<file path="src/hw/cgp_map.svh">
`ifndef CGP_MAP_SVH
`define CGP_MAP_SVH

// ----------------------------------------------------------------------------
// Register map
// ----------------------------------------------------------------------------
`define CGP_ADDR_WAIT_CLOCK_CONTROL 4'h0
`define CGP_ADDR_STATUS 4'h4
`define CGP_WCC_RESET 8'h08
`define CGP_BIT_RAM_SELECT 7
`define CGP_BIT_RAM_AREA 6
`define CGP_BIT_HALVE 5
`define CGP_BIT_FLASH_EN 4
`define CGP_BIT_WMODE_HI 3
`define CGP_BIT_WMODE_LO 2
`define CGP_BIT_WCOUNT_HI 1
`define CGP_BIT_WCOUNT_LO 0

// ----------------------------------------------------------------------------
// Timing
// ----------------------------------------------------------------------------
`define CGP_CLOCK_MHZ 100
`define CGP_SETTLE_US 500
`define CGP_SETTLE_CYCLES (`CGP_SETTLE_US * `CGP_CLOCK_MHZ)
`define CGP_DUTY_MIN_MHZ 5
`define CGP_PRESCALE_BITS 12

`endif

</file>
<file path="src/hw/cgp_pkg.sv">
package cgp_pkg;
  typedef enum logic [1:0] {
    CGP_WAIT_PROGRAMMABLE,
    CGP_WAIT_NONE,
    CGP_WAIT_PIN,
    CGP_WAIT_PIN_AUTO
  } cgp_wait_mode_t;
  typedef enum logic [1:0] {
    CGP_AX_IDLE,
    CGP_AX_RESP
  } cgp_bus_state_t;
endpackage

</file>
<file path="src/hw/cgp_prescaler.sv">
`include "cgp_map.svh"

// Free-running prescaler; counts only on peripheral clock enable cycles.
module cgp_prescaler
  import cgp_pkg::*;
(
  input wire logic clock,
  input wire logic nrst,
  input wire logic periph_en,
  output logic [`CGP_PRESCALE_BITS-1:0] tick
);
  logic [`CGP_PRESCALE_BITS-1:0] count;
  logic [`CGP_PRESCALE_BITS-1:0] next_count;
  logic [`CGP_PRESCALE_BITS-1:0] next_tick;

  // ----------------------------------------------------------------------------
  // Counter and enables
  // ----------------------------------------------------------------------------
  always_comb begin
    next_count = periph_en ? count + 1'b1 : count;
  end

  // Tap k pulses once every 2^(k+1) peripheral cycles: ratios 1/2 .. 1/4096.
  for (genvar k = 0; k < `CGP_PRESCALE_BITS; k++) begin : g_tap
    assign next_tick[k] = periph_en && (&count[k:0]); // [RULE_11]
  end

  // Registered so each enable is a clean single-cycle pulse.
  always_ff @(posedge clock or negedge nrst) begin
    if (!nrst) begin
      count <= '0;
      tick <= '0;
    end else begin
      count <= next_count;
      tick <= next_tick;
    end
  end
endmodule

</file>
<file path="src/hw/cgp_clock_generator.sv">
// The register offsets and the AXI4-Lite slave port were decided locally.
`include "cgp_map.svh"

// Overview of operation
// RULE_01: The system clock runs at the input clock rate with no multiplication or division.
// RULE_02: Halve bit 5 clear gives a peripheral enable every cycle, set gives every other cycle.
// RULE_03: Reset and hardware standby load the control register with 0x08.
// RULE_04: Software standby leaves every control register bit untouched.
// RULE_05: Bit 4 is plain read/write storage resetting to 0.
// RULE_06: Bits 7 and 6 are read/write RAM area select storage resetting to 0.
// RULE_07: Bits 3 to 0 are read/write wait mode and count storage fed to the wait logic.
// RULE_08: The clock is reported valid only after 500 us of settling following reset.
// RULE_09: The outside party holds reset low through the settling interval.
// RULE_10: Duty correction applies at 5 MHz and above; the synchronous clock is already clean.
// RULE_11: A prescaler derives enables from one half down to one 4096th of the peripheral rate.
// RULE_12: Changing the halve bit switches only on a phase boundary, never truncating a phase.
module cgp_clock_generator
  import cgp_pkg::*;
#(
  parameter int SETTLE_CYCLES = `CGP_SETTLE_CYCLES
)
(
  input wire logic clock,
  input wire logic nrst,
  input wire logic hw_standby,
  input wire logic sw_standby,
  input wire logic [3:0] s_axi_awaddr,
  input wire logic s_axi_awvalid,
  output logic s_axi_awready,
  input wire logic [31:0] s_axi_wdata,
  input wire logic [3:0] s_axi_wstrb,
  input wire logic s_axi_wvalid,
  output logic s_axi_wready,
  output logic [1:0] s_axi_bresp,
  output logic s_axi_bvalid,
  input wire logic s_axi_bready,
  input wire logic [3:0] s_axi_araddr,
  input wire logic s_axi_arvalid,
  output logic s_axi_arready,
  output logic [31:0] s_axi_rdata,
  output logic [1:0] s_axi_rresp,
  output logic s_axi_rvalid,
  input wire logic s_axi_rready,
  output logic periph_clk_en,
  output logic [`CGP_PRESCALE_BITS-1:0] prescale_en,
  output logic [1:0] wait_mode,
  output logic [1:0] wait_count,
  output logic emul_ram_select,
  output logic emul_ram_area,
  output logic flash_regs_enable,
  output logic clock_valid
);
  // ----------------------------------------------------------------------------
  // State
  // ----------------------------------------------------------------------------
  logic [7:0] wait_clock_control;
  logic [7:0] next_wait_clock_control;
  logic hw_standby_meta;
  logic hw_standby_sync;
  logic aw_held;
  logic w_held;
  logic next_aw_held;
  logic next_w_held;
  logic [3:0] aw_addr;
  logic [3:0] next_aw_addr;
  logic [31:0] w_data;
  logic [31:0] next_w_data;
  logic w_lane0;
  logic next_w_lane0;
  logic next_bvalid;
  logic [1:0] next_bresp;
  logic next_rvalid;
  logic [31:0] next_rdata;
  logic [1:0] next_rresp;
  logic halve_active;
  logic next_halve_active;
  logic phase;
  logic next_phase;
  logic next_periph_clk_en;
  logic [31:0] settle_count;
  logic [31:0] next_settle_count;
  logic next_clock_valid;
  logic next_awready;
  logic next_wready;
  logic next_arready;
  cgp_bus_state_t wr_state;
  cgp_bus_state_t next_wr_state;

  // Maps a bus address to the control register word; shared by read and write.
  function automatic logic is_ctrl(input logic [3:0] addr);
    return addr == `CGP_ADDR_WAIT_CLOCK_CONTROL;
  endfunction

  function automatic logic is_status(input logic [3:0] addr);
    return addr == `CGP_ADDR_STATUS;
  endfunction

  // ----------------------------------------------------------------------------
  // Standby pin synchroniser
  // ----------------------------------------------------------------------------
  // Standby comes from a pin, so it passes two flops before any logic.
  always_ff @(posedge clock or negedge nrst) begin
    if (!nrst) begin
      hw_standby_meta <= 1'b0;
      hw_standby_sync <= 1'b0;
    end else begin
      hw_standby_meta <= hw_standby;
      hw_standby_sync <= hw_standby_meta;
    end
  end

  // ----------------------------------------------------------------------------
  // AXI4-Lite write path and control register
  // ----------------------------------------------------------------------------
  // Address and data are latched independently so either may come first.
  always_comb begin
    next_aw_held = aw_held;
    next_w_held = w_held;
    next_aw_addr = aw_addr;
    next_w_data = w_data;
    next_w_lane0 = w_lane0;
    next_bvalid = s_axi_bvalid;
    next_bresp = s_axi_bresp;
    next_wr_state = wr_state;
    next_wait_clock_control = wait_clock_control;
    unique case (wr_state)
      CGP_AX_IDLE: begin
        if (s_axi_awvalid && !aw_held) begin
          next_aw_held = 1'b1;
          next_aw_addr = s_axi_awaddr;
        end
        if (s_axi_wvalid && !w_held) begin
          next_w_held = 1'b1;
          next_w_data = s_axi_wdata;
          next_w_lane0 = s_axi_wstrb[0];
        end
        if (aw_held && w_held) begin
          // Unmapped or read-only words answer SLVERR and store nothing.
          if (is_ctrl(aw_addr)) begin
            if (w_lane0) begin
              next_wait_clock_control = w_data[7:0]; // [RULE_05] [RULE_06] [RULE_07]
            end
            next_bresp = 2'h0;
          end else begin
            next_bresp = 2'h2;
          end
          next_bvalid = 1'b1;
          next_aw_held = 1'b0;
          next_w_held = 1'b0;
          next_wr_state = CGP_AX_RESP;
        end
      end
      CGP_AX_RESP: begin
        if (s_axi_bready) begin
          next_bvalid = 1'b0;
          next_wr_state = CGP_AX_IDLE;
        end
      end
    endcase
    // Software standby has no term here, so contents simply persist.
    if (hw_standby_sync) begin
      next_wait_clock_control = `CGP_WCC_RESET; // [RULE_03] [RULE_04]
    end
    // Ready is offered only while the channel is empty, so each beat lands once.
    // It is taken from the next state so that the port leaves a flop.
    next_awready = (next_wr_state == CGP_AX_IDLE) && !next_aw_held;
    next_wready = (next_wr_state == CGP_AX_IDLE) && !next_w_held;
  end

  always_ff @(posedge clock or negedge nrst) begin
    if (!nrst) begin
      wait_clock_control <= `CGP_WCC_RESET; // [RULE_03]
      aw_held <= 1'b0;
      w_held <= 1'b0;
      aw_addr <= 4'h0;
      w_data <= 32'h0;
      w_lane0 <= 1'b0;
      s_axi_bvalid <= 1'b0;
      s_axi_bresp <= 2'h0;
      wr_state <= CGP_AX_IDLE;
      s_axi_awready <= 1'b1;
      s_axi_wready <= 1'b1;
    end else begin
      wait_clock_control <= next_wait_clock_control;
      aw_held <= next_aw_held;
      w_held <= next_w_held;
      aw_addr <= next_aw_addr;
      w_data <= next_w_data;
      w_lane0 <= next_w_lane0;
      s_axi_bvalid <= next_bvalid;
      s_axi_bresp <= next_bresp;
      wr_state <= next_wr_state;
      s_axi_awready <= next_awready;
      s_axi_wready <= next_wready;
    end
  end

  // ----------------------------------------------------------------------------
  // AXI4-Lite read path
  // ----------------------------------------------------------------------------
  always_comb begin
    next_rvalid = s_axi_rvalid;
    next_rdata = s_axi_rdata;
    next_rresp = s_axi_rresp;
    if (s_axi_rvalid) begin
      if (s_axi_rready) begin
        next_rvalid = 1'b0;
      end
    end else if (s_axi_arvalid) begin
      next_rvalid = 1'b1;
      next_rresp = 2'h0;
      if (is_ctrl(s_axi_araddr)) begin
        next_rdata = {24'h0, wait_clock_control};
      end else if (is_status(s_axi_araddr)) begin
        next_rdata = {30'h0, halve_active, clock_valid};
      end else begin
        next_rdata = 32'h0;
        next_rresp = 2'h2;
      end
    end
    // A new address is accepted only once the previous answer has left.
    next_arready = !next_rvalid;
  end

  always_ff @(posedge clock or negedge nrst) begin
    if (!nrst) begin
      s_axi_rvalid <= 1'b0;
      s_axi_rdata <= 32'h0;
      s_axi_rresp <= 2'h0;
      s_axi_arready <= 1'b1;
    end else begin
      s_axi_rvalid <= next_rvalid;
      s_axi_rdata <= next_rdata;
      s_axi_rresp <= next_rresp;
      s_axi_arready <= next_arready;
    end
  end

  // ----------------------------------------------------------------------------
  // Peripheral clock enable
  // ----------------------------------------------------------------------------
  // The system clock is the input clock itself, so no duty fix-up is needed
  // here; the halved rate is an enable, never a gated clock.
  // The mode change waits for the end of a halved phase pair so no enable
  // period is ever shortened.
  always_comb begin
    next_phase = halve_active ? !phase : 1'b0; // [RULE_01] [RULE_10]
    next_halve_active = halve_active;
    if (!halve_active || phase) begin
      next_halve_active = wait_clock_control[`CGP_BIT_HALVE]; // [RULE_12]
      next_phase = 1'b0;
    end
    next_periph_clk_en = !next_halve_active || next_phase; // [RULE_02]
  end

  always_ff @(posedge clock or negedge nrst) begin
    if (!nrst) begin
      halve_active <= 1'b0;
      phase <= 1'b0;
      periph_clk_en <= 1'b1;
    end else begin
      halve_active <= next_halve_active;
      phase <= next_phase;
      periph_clk_en <= next_periph_clk_en;
    end
  end

  cgp_prescaler u_prescaler (
    .clock(clock),
    .nrst(nrst),
    .periph_en(periph_clk_en),
    .tick(prescale_en)
  );

  // ----------------------------------------------------------------------------
  // Settling timer
  // ----------------------------------------------------------------------------
  // Reset is held by the board across settling; this timer is the device's
  // own guard so downstream logic never trusts an early clock.
  always_comb begin
    next_settle_count = settle_count;
    next_clock_valid = clock_valid;
    if (settle_count < 32'(SETTLE_CYCLES)) begin
      next_settle_count = settle_count + 32'h1; // [RULE_08] [RULE_09]
    end else begin
      next_clock_valid = 1'b1; // [RULE_08]
    end
  end

  always_ff @(posedge clock or negedge nrst) begin
    if (!nrst) begin
      settle_count <= 32'h0;
      clock_valid <= 1'b0;
    end else begin
      settle_count <= next_settle_count;
      clock_valid <= next_clock_valid;
    end
  end

  // Register fields to the wait-state logic and flash/RAM users.
  assign wait_mode = wait_clock_control[`CGP_BIT_WMODE_HI:`CGP_BIT_WMODE_LO]; // [RULE_07]
  assign wait_count = wait_clock_control[`CGP_BIT_WCOUNT_HI:`CGP_BIT_WCOUNT_LO];
  assign emul_ram_select = wait_clock_control[`CGP_BIT_RAM_SELECT]; // [RULE_06]
  assign emul_ram_area = wait_clock_control[`CGP_BIT_RAM_AREA];
  assign flash_regs_enable = wait_clock_control[`CGP_BIT_FLASH_EN]; // [RULE_05]
endmodule

</file>
<file path="config.mk">
export PLATFORM = sky130hd
export DESIGN_NAME = cgp_clock_generator
export DESIGN_NICKNAME = d
export VERILOG_FILES = /design/src/hw/cgp_pkg.sv /design/src/hw/cgp_prescaler.sv /design/src/hw/cgp_clock_generator.sv
export VERILOG_INCLUDE_DIRS = /design/src /design/src/hw
export SDC_FILE = /design/constraint.sdc
export NUM_CORES = 1
export LEC_CHECK = 0
export BUFFER_PORTS_ARGS = -buffer_cell sky130_fd_sc_hd__buf_2
export CORE_MARGIN = 5
export CORE_UTILIZATION = 35
export DETAILED_ROUTE_END_ITERATION = 16
export PLACE_DENSITY_LB_ADDON = 0.1
export SETUP_SLACK_MARGIN = 0.2
export SYNTH_ARGS = -nofsm -noshare
export SYNTH_HDL_FRONTEND = slang
export SYNTH_SLANG_ARGS = --single-unit
</file>
<file path="constraint.sdc">
create_clock -name clock -period 2.2 [get_ports clock]
set_input_delay 0.11 -clock clock [delete_from_list [all_inputs] [get_ports clock]]
set_output_delay 0.11 -clock clock [all_outputs]
set_load 0.03 [all_outputs]
</file>
==> metrics.csv <==
stage,metric,value,unit
hold_path,Hold WC Path Type,input pin to register,
finish,Final Net Count,471,
grt,GRT overflow,0,
setup_path,cell with the most instances on the worst path,buf_4,
placement,DP HPWL,5270,µm
setup_path,R2R Setup Slk,0.41,ns
hold_path,min-delay src,s_axi_wdata[6],
setup_path,critical-path maximum fanout,7,
synthesis,post-synthesis cell type count,46,
placement,routability cong.,0.724,
synthesis,post-synthesis cell area,0.00418,mm²
finish,multi-input logic area,0.00136,mm²
sta,Tcrit/Tclk final,81.5,%
finish,highest-count cells in the layout ignoring fill and taps,"97 x dfrtp_1, 59 x buf_2, 31 x nand2_1",
power_and_ir_drop,"Power, Total",5030,µW
sta,fin crit period,1.79,ns
setup_path,Worst setup SP type,register,
detailed_routing,Wirelength per Cell,13.0,µm
grt,Global Route Usage Sum,11.2,%
placement,port bufs,60,
sta,max-slew violations,0,
setup_path,RR Startpoint,settle_count[23],
setup_path,crit-path cells,"nor4_1, nand4_1, buf_4, buf_4, nor2_1, nand4b_1, xnor2_1",
floorplan,Die Ht,119,µm
sta,Finish-stage setup viols,0,
synthesis,post-synthesis mux area share,5.33,%
finish,Fillers,1151,
setup_path,crit-path max cell delay,0.37,ns
synthesis,area fraction of the dominant cell type after synthesis,58.1,%
synthesis,Post-synth EDFFs,0,
synthesis,"area leader, netlist",dfrtp_1,
finish,share of cells above drive strength 1,27.5,%
detailed_routing,DRT Wirelength,7370,µm
sta,Final Hold Vio Count,0,
sta,TNS Setup,0,ns
floorplan,die width,119,µm
floorplan,initial core utilization,35.2,%
clocking,clock buffer depth,2,
finish,Seq. cell area,0.00256,mm²
setup_path,reg2reg end,settle_count[10],
setup_path,critical path required time,2.42,ns
detailed_routing,1st-pass router iterations,4,
floorplan,top-level I/O count,115,
synthesis,"Top FF cell, synth",dfrtp_1,
detailed_routing,# DRC,0,
synthesis,Synth Register Bits,102,
hold_path,hold path cells,2,
power_and_ir_drop,leak pwr,0.00249,µW
sta,unrepaired setup endpoints after global routing,false,
setup_path,slowest CP cell,dfrtp_1,
setup_path,CP Capture Type,register,
sta,slew margin rel.,56.2,%
synthesis,Yosys warning count,0,
power_and_ir_drop,VDD IR-drop max,0.616,mV
grt,vias in the first global route,2566,
sta,Clock Skews,0.00630,ns
clocking,CTS tree,done,
setup_path,CP arrival,2.02,ns
floorplan,core area,0.0119,mm²
synthesis,Post-Synth Adder-Cell Area,1.50,%
synthesis,"Seq/Total Area, Yosys",61.2,%
clocking,clock-pin slew on the worst setup and hold paths,0.07,ns
grt,first-pass GRT wire length,12700,µm
synthesis,Synth Area in Simple Gates,14.0,%
synthesis,syn avg cell area,12.0,µm²
sta,WHS,0.0179,ns
finish,"most common cell after layout, fill and taps aside",dfrtp_1,
outcome,status,"complete, no violations",
hold_path,Worst Hold End,w_data[6],
detailed_routing,initial DRC count,87,
setup_path,CP Class,register to register,
clocking,clock root buffer,clkbuf_16,
synthesis,post-synthesis compound-gate area fraction,4.67,%
power_and_ir_drop,power per cell area,1010,mW/mm²
setup_path,R2R cell count,7,
floorplan,die area,0.0142,mm²
detailed_routing,Vias/cell,4.45,
detailed_routing,Via Count,2514,
grt,largest net degree at the start of global routing,45,
synthesis,Syn Inst Count,347,
synthesis,fraction of synthesized cell area in xor and xnor cells,4.61,%
clocking,Clock Sinks,102,
finish,antenna cell count,0,
synthesis,Synth area leaders,"dfrtp_1 58%, buf_4 5.4%, mux2_2 4.8%",
clocking,Resize count post-CTS,0,
synthesis,"FFs w/ async S/R, synth",100,%
grt,initial antenna violation count,0,
sta,Fmax,557,MHz
synthesis,largest family of logic cells by synthesized area,simple AND/OR/NAND/NOR gates,
flow_run,max-cap check violation count,0,
clocking,H-tree depth,3,
floorplan,Rows,40,
clocking,clk_lat worst skew,0.34,ns
finish,final core occ,41.9,%
finish,Area growth syn-to-layout,18.9,%
detailed_routing,"antenna viol nets, final",0,
sta,Least-Margin Pin Slew,0.657,ns
clocking,Num CTS Buffers,9,
[synthesized netlist by cell type (all sizes together), types with 2 or more instances]
cell type	count
a21boi	2
inv	8
nand2	31
nor4	9
a21oi	13
ha	5
o21ai	4
mux2i	2
nand2b	4
xor2	13
nand4	6
nor2	15
buf	38
xnor2	9
a22o	6
and4	2
dfrtp	97
nand3	9
nor2b	2
and3	5
nor3	9
dfstp	5
clkbuf	13
nand3b	2
mux2	18
and2	8
[worst max path at each step]
stage / startpoint / to / slack, ns / depth (start not counted)
final: settle_count[23] / settle_count[10] / 0.41 / 7
after global routing: settle_count[23] / settle_count[10] / 0.25 / 7
after CTS: settle_count[23] / settle_count[10] / 0.28 / 6
after detailed placement: settle_count[23] / settle_count[10] / 0.29 / 6
after global placement: settle_count[23] / settle_count[10] / 0.33 / 6
after floorplan: s_axi_rvalid / s_axi_rdata[2] / 0.53 / 5
[metal layers]
layer	part of all wire, %	track usage [%]	wire (µm)
met5	0	0	0
met4	1.9	4.56	139
met3	4.7	3.47	347
met2	46	17.6	3390
met1	47	14.3	3490
[report_power, final]
part / leakage, µW / internal, µW / total, µW / switching [µW]
registers: 0.00132 / 2210 / 2440 / 229
clock network: 0.000154 / 1020 / 1690 / 664
logic: 0.00101 / 381 / 909 / 529
total: 0.00249 / 3610 / 5030 / 1420
[metrics by stage]
stage | worst slack (ns) | cells | area [µm²]
5_1_grt | 0.252 | 565 | 4970
3_5_place_dp | 0.290 | 533 | 4490
2_1_floorplan | 0.526 | 372 | 4270
4_1_cts | 0.278 | 564 | 4960
3_3_place_gp | 0.330 | 533 | 4490
6_report | 0.406 | 565 | 4970
[area by class of cell]
| cell class | count | share of cell area (%) |
|---|---|---|
| clock buffers | 10 | 4.81 |
| clock inverters | 6 | 1.71 |
| well taps | 147 | 3.70 |
| inverters | 8 | 0.604 |
| flip-flops and latches | 102 | 51.5 |
| repair buffers | 82 | 10.4 |
| multi-input cells | 210 | 27.3 |
[cells by family after synthesis]
group	after synthesis
adders and majority gates	5
other	1
DFF	102
and+or+nand+nor	107
buffers and inverters	60
muxes	20
xor gates and xnor gates	22
AOI/OAI and AO/OA	30
[what timing repair did]
action,CTS,global route
endpoints found under the hold margin,53,0
endpoints found under the setup margin,0,6
hold buffers,15,0
buffers inserted,0,1
[critical path, delay by kind of cell, from the launching register on]
family / cells / cell delay (ns)
DFF: 1 / 0.37
buffers and inverters: 2 / 0.34
xor gates and xnor gates: 1 / 0.14
and+or+nand+nor: 4 / 0.83
[registers in the layout (all words and copies together), names as in the netlist, 2 cells and up]
| register | flops |
|---|---|
| settle_count | 32 |
| u_prescaler.count | 12 |
| wait_clock_control | 8 |
| wr_state | 2 |
| s_axi_rdata | 8 |
| u_prescaler.tick | 12 |
| aw_addr | 4 |
| w_data | 8 |
Note: power is estimated with default switching activity, not from simulation.
